--- src/pmr_pkg.sv ---
`default_nettype none
package pmr_pkg;

   // ==========================================================
   // Register map, byte addresses on the APB bus
   localparam int            ADDR_W        = 8;
   localparam logic [7:0]    CTRL_STAT_OFF = 8'h74;
   localparam logic [7:0]    TIMERS_OFF    = 8'h78;
   localparam logic [7:0]    IRQ_STAT_OFF  = 8'h90;
   localparam logic [7:0]    IRQ_MASK_OFF  = 8'h94;

   // ==========================================================
   // Field layout
   localparam int            PME_EN_BIT    = 8;
   localparam int            PME_ST_BIT    = 15;
   localparam int            L1_LSB        = 0;
   localparam int            L1_W          = 16;
   localparam int            L0S_LSB       = 16;
   localparam int            L0S_W         = 12;
   localparam int            LAYOUT_BIT    = 31;
   localparam int            STATE_W       = 6;

   // ==========================================================
   // Values after reset
   localparam logic [15:0]   L1_RST        = 16'h03E8;
   localparam logic [11:0]   L0S_RST       = 12'h6D6;

   // ==========================================================
   // Timing: L1 counts 1 us ticks, L0s counts 4 ns ticks
   localparam int            CLK_PERIOD_NS = 40;
   localparam int            L1_TICK_NS    = 1000;
   localparam int            L0S_TICK_NS   = 4;
   localparam int            L1_PRESCALE   = L1_TICK_NS / CLK_PERIOD_NS;
   localparam int            L0S_STEP      = CLK_PERIOD_NS / L0S_TICK_NS;

   // ==========================================================
   // Interrupt status bits
   localparam int            IRQ_N         = 3;
   localparam int            IRQ_PME       = 0;
   localparam int            IRQ_L1        = 1;
   localparam int            IRQ_L0S       = 2;

   typedef enum logic [2:0] {
      APB_IDLE   = 3'b001,
      APB_ACCESS = 3'b010,
      APB_RESP   = 3'b100
   } pmr_apb_st_t;

endpackage
`default_nettype wire

--- src/pmr_entry_timer.sv ---
`default_nettype none
module pmr_entry_timer #(
   parameter int LIMIT_W  = 16,
   parameter int PRESCALE = 1,
   parameter int STEP     = 1
) (
   input  wire logic               pclk,
   input  wire logic               presetn,
   input  wire logic               cond,
   input  wire logic [LIMIT_W-1:0] limit,
   output logic                    enter_q
);
   import pmr_pkg::*;

   localparam int ACC_W = LIMIT_W + 1;
   localparam int PS_W  = (PRESCALE > 1) ? $clog2(PRESCALE) : 1;
   localparam logic [ACC_W-1:0] CAP   = ACC_W'(1) << LIMIT_W;
   localparam logic [ACC_W-1:0] STEPV = ACC_W'(STEP);
   localparam logic [PS_W-1:0]  PSMAX = PS_W'(PRESCALE - 1);

   generate
      if (PRESCALE < 1 || STEP < 1 || LIMIT_W < 1 || STEP >= (1 << LIMIT_W)) begin : g_bad
         $error("pmr_entry_timer: unusable parameters");
      end
   endgenerate

   logic [PS_W-1:0]  presc_q;
   logic [PS_W-1:0]  presc_d;
   logic [ACC_W-1:0] acc_q;
   logic [ACC_W-1:0] acc_d;
   logic [ACC_W:0]   acc_sum;
   logic             tick;
   logic             enter_d;

   // Elapsed time saturates so a held condition never wraps back below the limit
   assign tick    = (presc_q == PSMAX);
   assign acc_sum = {1'b0, acc_q} + {1'b0, STEPV};
   assign presc_d = (!cond || tick) ? '0 : presc_q + PS_W'(1);
   assign acc_d   = !cond ? '0 :
                    !tick ? acc_q :
                    (acc_sum >= {1'b0, CAP}) ? CAP : acc_sum[ACC_W-1:0];
   assign enter_d = cond && (acc_q >= {1'b0, limit});

   always_ff @(posedge pclk or negedge presetn) begin
      if (!presetn) begin
         presc_q <= '0;
         acc_q   <= '0;
         enter_q <= 1'b0;
      end else begin
         presc_q <= presc_d;
         acc_q   <= acc_d;
         enter_q <= enter_d;
      end
   end
endmodule
`default_nettype wire

--- src/pmr_irq_bank.sv ---
`default_nettype none
module pmr_irq_bank #(
   parameter int N = 3
) (
   input  wire logic         pclk,
   input  wire logic         presetn,
   input  wire logic [N-1:0] event_in,
   input  wire logic         clr_we,
   input  wire logic         mask_we,
   input  wire logic [N-1:0] wdata,
   output logic [N-1:0]      status_q,
   output logic [N-1:0]      mask_q,
   output logic              irq_q
);
   import pmr_pkg::*;

   generate
      if (N < 1 || N > 32) begin : g_bad
         $error("pmr_irq_bank: N out of range");
      end
   endgenerate

   logic [N-1:0] status_d;
   logic [N-1:0] mask_d;

   genvar i;
   generate
      for (i = 0; i < N; i++) begin : g_bit
         // An event in the clearing cycle survives the clear
         assign status_d[i] = event_in[i] | (status_q[i] & ~(clr_we & wdata[i]));
      end
   endgenerate

   assign mask_d = mask_we ? wdata : mask_q;

   always_ff @(posedge pclk or negedge presetn) begin
      if (!presetn) begin
         status_q <= '0;
         mask_q   <= '0;
         irq_q    <= 1'b0;
      end else begin
         status_q <= status_d;
         mask_q   <= mask_d;
         irq_q    <= |(status_d & mask_d);
      end
   end
endmodule
`default_nettype wire

--- src/pmr_port_pm_regs.sv ---
// Behaviour
// - PME messages are sent only while the port's PME enable bit 8 is set.
// - Upstream port never sends PME; its enable bit reads zero, ignores writes.
// - PME enable survives hot reset; on downstream ports it is sticky.
// - PME status bit 15 sets when port originates PME; writing one clears it.
// - Forwarding another agent's PME leaves PME status untouched.
// - Data select, data scale and data byte fields always read zero.
// - Bits 22 and 23 (bus low power, bus power/clock control) read zero.
// - L1 entry after conditions hold for 16-bit timer, 1 us units, reset 0x3E8.
// - L1 timer applies on upstream port only; downstream ignores its value.
// - L0s entry after conditions hold for 12-bit timer, 4 ns units, reset 0x6D6.
// - Bit 31 zero shows the timer layout; one shows the state layout.
// - State layout shows the 6-bit power-management state code in low bits.
`default_nettype none
module pmr_port_pm_regs #(
   parameter bit UPSTREAM_PORT = 1'b0
) (
   input  wire logic                        pclk,
   input  wire logic                        presetn,
   input  wire logic                        psel,
   input  wire logic                        penable,
   input  wire logic                        pwrite,
   input  wire logic [pmr_pkg::ADDR_W-1:0]  paddr,
   input  wire logic [31:0]                 pwdata,
   output logic [31:0]                      prdata,
   output logic                             pready,
   output logic                             pslverr,
   input  wire logic                        hot_reset,
   input  wire logic                        pme_request,
   input  wire logic                        pme_forward_in,
   output logic                             pme_msg_send,
   output logic                             pme_msg_forward,
   input  wire logic                        l1_conditions_met,
   input  wire logic                        l0s_conditions_met,
   input  wire logic [pmr_pkg::STATE_W-1:0] pm_state_code,
   output logic                             tx_enter_l1,
   output logic                             tx_enter_l0s,
   output logic                             irq
);
   import pmr_pkg::*;

   function automatic logic addr_is(input logic [ADDR_W-1:0] a, input logic [ADDR_W-1:0] off);
      addr_is = (a[ADDR_W-1:2] == off[ADDR_W-1:2]) && (a[1:0] == 2'b00);
   endfunction

   generate
      if ((L1_TICK_NS % CLK_PERIOD_NS) != 0 || (CLK_PERIOD_NS % L0S_TICK_NS) != 0) begin : g_bad
         $error("pmr_port_pm_regs: clock period does not divide the timer ticks");
      end
   endgenerate

   // ==========================================================
   // APB slave: one wait state, read data and error from flops
   pmr_apb_st_t       st_q;
   pmr_apb_st_t       st_d;
   logic [31:0]       rd_mux;
   logic              hit_ctrl;
   logic              hit_timers;
   logic              hit_stat;
   logic              hit_mask;
   logic              hit_any;
   logic              commit;
   logic              wr_ctrl;
   logic              wr_timers;
   logic              wr_stat;
   logic              wr_mask;

   assign hit_ctrl   = addr_is(paddr, CTRL_STAT_OFF);
   assign hit_timers = addr_is(paddr, TIMERS_OFF);
   assign hit_stat   = addr_is(paddr, IRQ_STAT_OFF);
   assign hit_mask   = addr_is(paddr, IRQ_MASK_OFF);
   assign hit_any    = hit_ctrl | hit_timers | hit_stat | hit_mask;
   // Writes land only on the edge where pready is sampled high
   assign commit     = (st_q == APB_RESP) && psel && penable && pwrite;
   assign wr_ctrl    = commit && hit_ctrl;
   assign wr_timers  = commit && hit_timers;
   assign wr_stat    = commit && hit_stat;
   assign wr_mask    = commit && hit_mask;

   always_comb begin
      case (st_q)
         APB_IDLE:   st_d = (psel && !penable) ? APB_ACCESS : APB_IDLE;
         APB_ACCESS: st_d = (psel && penable) ? APB_RESP : APB_ACCESS;
         APB_RESP:   st_d = APB_IDLE;
         default:    st_d = APB_IDLE;
      endcase
   end

   // ==========================================================
   // PME control and status
   logic pme_enable_q;
   logic pme_enable_d;
   logic pme_status_q;
   logic pme_status_d;

   // Upstream port holds both bits at zero; hot reset is not a term here, so both survive it
   assign pme_enable_d = !UPSTREAM_PORT && (wr_ctrl ? pwdata[PME_EN_BIT] : pme_enable_q);
   assign pme_status_d = !UPSTREAM_PORT &&
                         (pme_request || (pme_status_q && !(wr_ctrl && pwdata[PME_ST_BIT])));

   always_ff @(posedge pclk or negedge presetn) begin
      if (!presetn) begin
         pme_enable_q    <= 1'b0;
         pme_status_q    <= 1'b0;
         pme_msg_send    <= 1'b0;
         pme_msg_forward <= 1'b0;
      end else begin
         pme_enable_q    <= pme_enable_d;
         pme_status_q    <= pme_status_d;
         pme_msg_send    <= pme_request && pme_enable_q && !UPSTREAM_PORT;
         pme_msg_forward <= pme_forward_in;
      end
   end

   // ==========================================================
   // Link entry timers and layout select
   logic [L1_W-1:0]  l1_timer_q;
   logic [L1_W-1:0]  l1_timer_d;
   logic [L0S_W-1:0] l0s_timer_q;
   logic [L0S_W-1:0] l0s_timer_d;
   logic             layout_q;
   logic             layout_d;
   logic [L1_W-1:0]  l1_limit;

   // Timer fields are read-only while the state layout is shown
   assign l1_timer_d  = hot_reset ? L1_RST :
                        (wr_timers && !layout_q) ? pwdata[L1_LSB +: L1_W] : l1_timer_q;
   assign l0s_timer_d = hot_reset ? L0S_RST :
                        (wr_timers && !layout_q) ? pwdata[L0S_LSB +: L0S_W] : l0s_timer_q;
   assign layout_d    = hot_reset ? 1'b0 : wr_timers ? pwdata[LAYOUT_BIT] : layout_q;
   // Downstream entry follows the conditions alone
   assign l1_limit    = UPSTREAM_PORT ? l1_timer_q : '0;

   always_ff @(posedge pclk or negedge presetn) begin
      if (!presetn) begin
         l1_timer_q  <= L1_RST;
         l0s_timer_q <= L0S_RST;
         layout_q    <= 1'b0;
      end else begin
         l1_timer_q  <= l1_timer_d;
         l0s_timer_q <= l0s_timer_d;
         layout_q    <= layout_d;
      end
   end

   pmr_entry_timer #(
      .LIMIT_W  (L1_W),
      .PRESCALE (L1_PRESCALE),
      .STEP     (1)
   ) u_l1_timer (
      .pclk     (pclk),
      .presetn  (presetn),
      .cond     (l1_conditions_met),
      .limit    (l1_limit),
      .enter_q  (tx_enter_l1)
   );

   // The clock is slower than a 4 ns tick, so each cycle adds several ticks
   pmr_entry_timer #(
      .LIMIT_W  (L0S_W),
      .PRESCALE (1),
      .STEP     (L0S_STEP)
   ) u_l0s_timer (
      .pclk     (pclk),
      .presetn  (presetn),
      .cond     (l0s_conditions_met),
      .limit    (l0s_timer_q),
      .enter_q  (tx_enter_l0s)
   );

   // ==========================================================
   // Interrupts
   logic             l1_prev_q;
   logic             l0s_prev_q;
   logic [IRQ_N-1:0] irq_event;
   logic [IRQ_N-1:0] irq_status;
   logic [IRQ_N-1:0] irq_mask;

   assign irq_event[IRQ_PME] = pme_request && !UPSTREAM_PORT;
   assign irq_event[IRQ_L1]  = tx_enter_l1 && !l1_prev_q;
   assign irq_event[IRQ_L0S] = tx_enter_l0s && !l0s_prev_q;

   always_ff @(posedge pclk or negedge presetn) begin
      if (!presetn) begin
         l1_prev_q  <= 1'b0;
         l0s_prev_q <= 1'b0;
      end else begin
         l1_prev_q  <= tx_enter_l1;
         l0s_prev_q <= tx_enter_l0s;
      end
   end

   pmr_irq_bank #(
      .N        (IRQ_N)
   ) u_irq (
      .pclk     (pclk),
      .presetn  (presetn),
      .event_in (irq_event),
      .clr_we   (wr_stat),
      .mask_we  (wr_mask),
      .wdata    (pwdata[IRQ_N-1:0]),
      .status_q (irq_status),
      .mask_q   (irq_mask),
      .irq_q    (irq)
   );

   // ==========================================================
   // Read data: all unlisted bits, data fields and reserved fields are zero
   logic [31:0] ctrl_rd;
   logic [31:0] timers_rd;

   assign ctrl_rd   = {16'h0000, pme_status_q, 6'h00, pme_enable_q, 8'h00};
   assign timers_rd = layout_q ? {layout_q, 25'h0000000, pm_state_code} :
                                 {layout_q, 3'h0, l0s_timer_q, l1_timer_q};
   assign rd_mux    = hit_ctrl   ? ctrl_rd :
                      hit_timers ? timers_rd :
                      hit_stat   ? {29'h00000000, irq_status} :
                      hit_mask   ? {29'h00000000, irq_mask} : 32'h00000000;

   always_ff @(posedge pclk or negedge presetn) begin
      if (!presetn) begin
         st_q    <= APB_IDLE;
         pready  <= 1'b0;
         pslverr <= 1'b0;
         prdata  <= 32'h00000000;
      end else begin
         st_q    <= st_d;
         pready  <= (st_d == APB_RESP);
         pslverr <= (st_d == APB_RESP) && !hit_any;
         if (st_d == APB_RESP && !pwrite) begin
            prdata <= rd_mux;
         end
      end
   end

   // ==========================================================
   // Checks
   logic [23:0] l1_hold_q;
   logic [23:0] l0s_hold_q;

   always_ff @(posedge pclk or negedge presetn) begin
      if (!presetn) begin
         l1_hold_q  <= '0;
         l0s_hold_q <= '0;
      end else begin
         l1_hold_q  <= !l1_conditions_met ? '0 : (&l1_hold_q) ? l1_hold_q : l1_hold_q + 24'h000001;
         l0s_hold_q <= !l0s_conditions_met ? '0 : (&l0s_hold_q) ? l0s_hold_q : l0s_hold_q + 24'h000001;
      end
   end
endmodule
`default_nettype wire

--- config.mk ---
export PLATFORM = sky130hd
export DESIGN_NAME = pmr_port_pm_regs
export DESIGN_NICKNAME = d
export VERILOG_FILES = /design/src/pmr_pkg.sv /design/src/pmr_entry_timer.sv /design/src/pmr_irq_bank.sv /design/src/pmr_port_pm_regs.sv
export SDC_FILE = /design/constraint.sdc
export NUM_CORES = 1
export LEC_CHECK = 0
export BUFFER_PORTS_ARGS = -buffer_cell sky130_fd_sc_hd__buf_2
export CORE_MARGIN = 4
export CORE_UTILIZATION = 54
export DETAILED_ROUTE_END_ITERATION = 6
export PLACE_DENSITY = 0.92
export SETUP_SLACK_MARGIN = 0.1
export SLEW_MARGIN = 25
export SYNTH_ARGS = -nofsm -noshare
export SYNTH_HDL_FRONTEND = slang
export SYNTH_SLANG_ARGS = --single-unit
--- constraint.sdc ---
create_clock -name pclk -period 2.5 [get_ports pclk]
set_input_delay 0.25 -clock pclk [delete_from_list [all_inputs] [get_ports pclk]]
set_output_delay 0.25 -clock pclk [all_outputs]
set_load 0.03 [all_outputs]
==> flow_metrics.py <==
metrics = {
    "critical_path": {
        "r2r_slack_ps": 390,
        "worstRegToRegCells": 6,
        "crit_type": "register to register",
        "crit_required_ps": 2790,
        "crit_path_end_kind": "register",
        "path_max_fanout": 15,
        "cp-start-kind": "register",
        "cp.arrival_ps": 2400,
    },
    "synth": {
        "synth_warnings": 0,
        "synth_cell_types": 56,
        "async_flop_share_pct": 100,
        "synth_most_common_cell": "dfrtp_1",
        "ys_seq_area_share_pct": 55.9,
        "syn_area_sq_um": 4100,
        "ys.flop_type": "dfrtp_1",
        "yosys-top-cells-count": "dfrtp_1, a22o_1, nand2_1",
        "synth_edf_count": 0,
        "synthCells": 348,
        "synth_area_leaders": "dfrtp_1, dfstp_2, a22o_1",
        "synth_top_area_share_pct": 47.0,
        "yosys.area.top_type": "dfrtp_1",
        "ys_ff_latch": 91,
        "synth_area_per_cell_sq_um": 11.8,
    },
    "timing": {
        "finalSetupViolCount": 0,
        "period_share_pct": 84.6,
        "grt_setup_unrepaired": "no",
        "fmaxAchievable_ghz": 0.473,
        "period_needed_ps": 2110,
        "worst_slew_pin_slew_ps": 677,
        "final.setup.tns_ps": 0,
        "hold_viol_final": 0,
        "clock_skew_ps": 10.2,
        "max-slew-margin-rel_pct": 54.8,
        "final_max_slew_viol_count": 0,
    },
    "drt": {
        "routed_wl_mm": 10.3,
        "routed_via_density": 6.00,
        "dr_total_vias": 3288,
        "drtIter0Drc": 290,
        "antenna_violating_nets_post_route": 0,
        "wl_per_cell_um": 18.7,
        "first_pass_iters": 5,
        "drc": 0,
    },
    "clocking": {
        "ctsResizeCount": 0,
        "cts_buffers": 9,
        "clk_pin_slew_ps": 90,
        "cts.sinks": 91,
        "clkLatencyLatePin_ps": 360,
        "htreeDepth": 3,
        "tritoncts": "done",
        "clockRootBuffer": "clkbuf_8",
        "postCtsSetupBuffers": 0,
        "clk_path_buf_depth": 2,
    },
    "global_routing": {
        "grt_use_total_pct": 24.0,
        "grt_antenna_before_repair": 0,
        "grt_pass1_wl_mm": 16.6,
        "grt.overflow.total": 0,
        "grt_pass1_vias": 3403,
        "grt_max_degree": 49,
    },
    "floorplan": {
        "initial_core_util_pct": 56.0,
        "fp.dieW_um": 95.2,
        "coreArea_sq_um": 7330,
        "dieArea_sq_um": 9060,
        "die_y_um": 95.2,
        "rows": 31,
        "io_pins": 95,
    },
    "cells_and_area": {
        "finalNetCount": 512,
        "seq_area_sq_um": 2290,
        "multiInputGateArea_sq_um": 1630,
        "drive_gt1_share_pct": 32.1,
        "fillers": 540,
        "post-route-util_pct": 66.9,
        "diodes": 0,
        "syn_to_final_growth_pct": 19.5,
        "final_area_sq_um": 4900,
    },
    "outcome": {
        "status": "complete, no violations",
    },
    "min_path": {
        "min_path_type": "primary input to register",
        "holdPathStages": 2,
    },
    "place": {
        "place_area_sq_um": 4660,
        "post-dp-hpwl_mm": 7.40,
        "gp_congestion": 0.919,
        "io_buffers": 88,
    },
    "job": {
        "cap_violations": 0,
    },
    "power": {
        "power_density_nw_per_um2": 562,
        "total_leakage_power_nw": 2.45,
        "max-vdd-ir-drop_mv": 0.257,
    },
}
==> what timing repair did <==
| item | CTS | global route |
|---|---|---|
| endpoints found under the setup margin | 0 | 0 |
| hold buffers | 3 | 0 |
| hold endpoints to repair | 41 | 0 |
==> sequential cells by signal (all words and copies together) (netlist names), 3 cells and up <==
signal,cells
u_irq.status_q,3
l1_timer_q,16
u_irq.mask_q,3
l0s_timer_q,12
st_q,3
prdata,29
u_l0s_timer.acc_q,12
==> layout make-up <==
type	instances	share of cell area [%]
multi-input combinational	221	33.3
inverter	20	1.53
sequential	91	46.8
clock inverter	5	1.33
tap	99	2.53
timing repair buffer	101	11.4
clock buffer	11	3.09
==> critical path, stage by stage, from the launching register on <==
cell	delay (ps)
dfrtp_1	430
nor4bb_1	320
buf_4	180
and2_1	210
nand2_1	120
or2_1	480
o22a_1	300
==> cells in the final DEF, fill, tap and decap left out, types with 5 or more instances in the layout <==
master,instances
a21oi_1,11
a22o_1,34
a2bb2oi_1,7
a31oi_1,6
buf_2,87
buf_4,10
clkbuf_8,11
dfrtp_1,77
dfstp_2,14
ha_1,12
inv_1,20
mux2_2,5
mux2i_1,9
nand2_1,22
nand2b_1,7
nand4_1,6
nor2_1,13
o21ai_0,16
o22a_1,6
==> path summary, 6_finish.rpt <==
path	endpoint	start
worst max register to register	l1_timer_q[8]	st_q[2]
worst min-delay path	l1_timer_q[13]	pwdata[13]
max in group asynchronous	l0s_timer_q[6]	presetn
worst min register to register	l1_prev_q	u_l1_timer.enter_q
min in group asynchronous	pme_msg_forward	presetn
worst max-delay path	l1_timer_q[8]	st_q[2]
==> power by group <==
part | leakage [nW] | internal [mW] | total (mW) | switching, mW
clock network | 0.111 | 0.530 | 1.07 | 0.537
logic | 1.15 | 0.0726 | 0.189 | 0.116
registers | 1.19 | 1.49 | 1.50 | 0.0159
==> metal layers <==
metal  routed length (um)  track usage, %
met5                    0               0
met4                  207            7.81
met3                  712            5.45
met2                 5330            41.2
met1                 4010            29.9
==> metrics by stage <==
step                std cells  hold WS (ps)  total power, mW  worst slack, ps
floorplan                 351         -45.6             1.60              601
finish                    548          94.3             2.76              385
global placement          529           275             1.70              415
detailed placement        529           284             1.71              323
CTS                       548          87.8             2.76              383
global route              548          91.7             2.86              286
==> logic make-up (layout without fill, tap and decap cells) <==
logic type,after synthesis,after routing,share of synthesized area [%]
AOI/OAI and AO/OA,109,109,20.1
adders and majority gates,12,12,3.66
buffers and inverters,39,137,4.63
DFF,91,91,55.9
muxes,14,14,3.57
other,1,4,0.0914
and+or+nand+nor,82,82,12.1
Power figures use the tool's default switching activity.
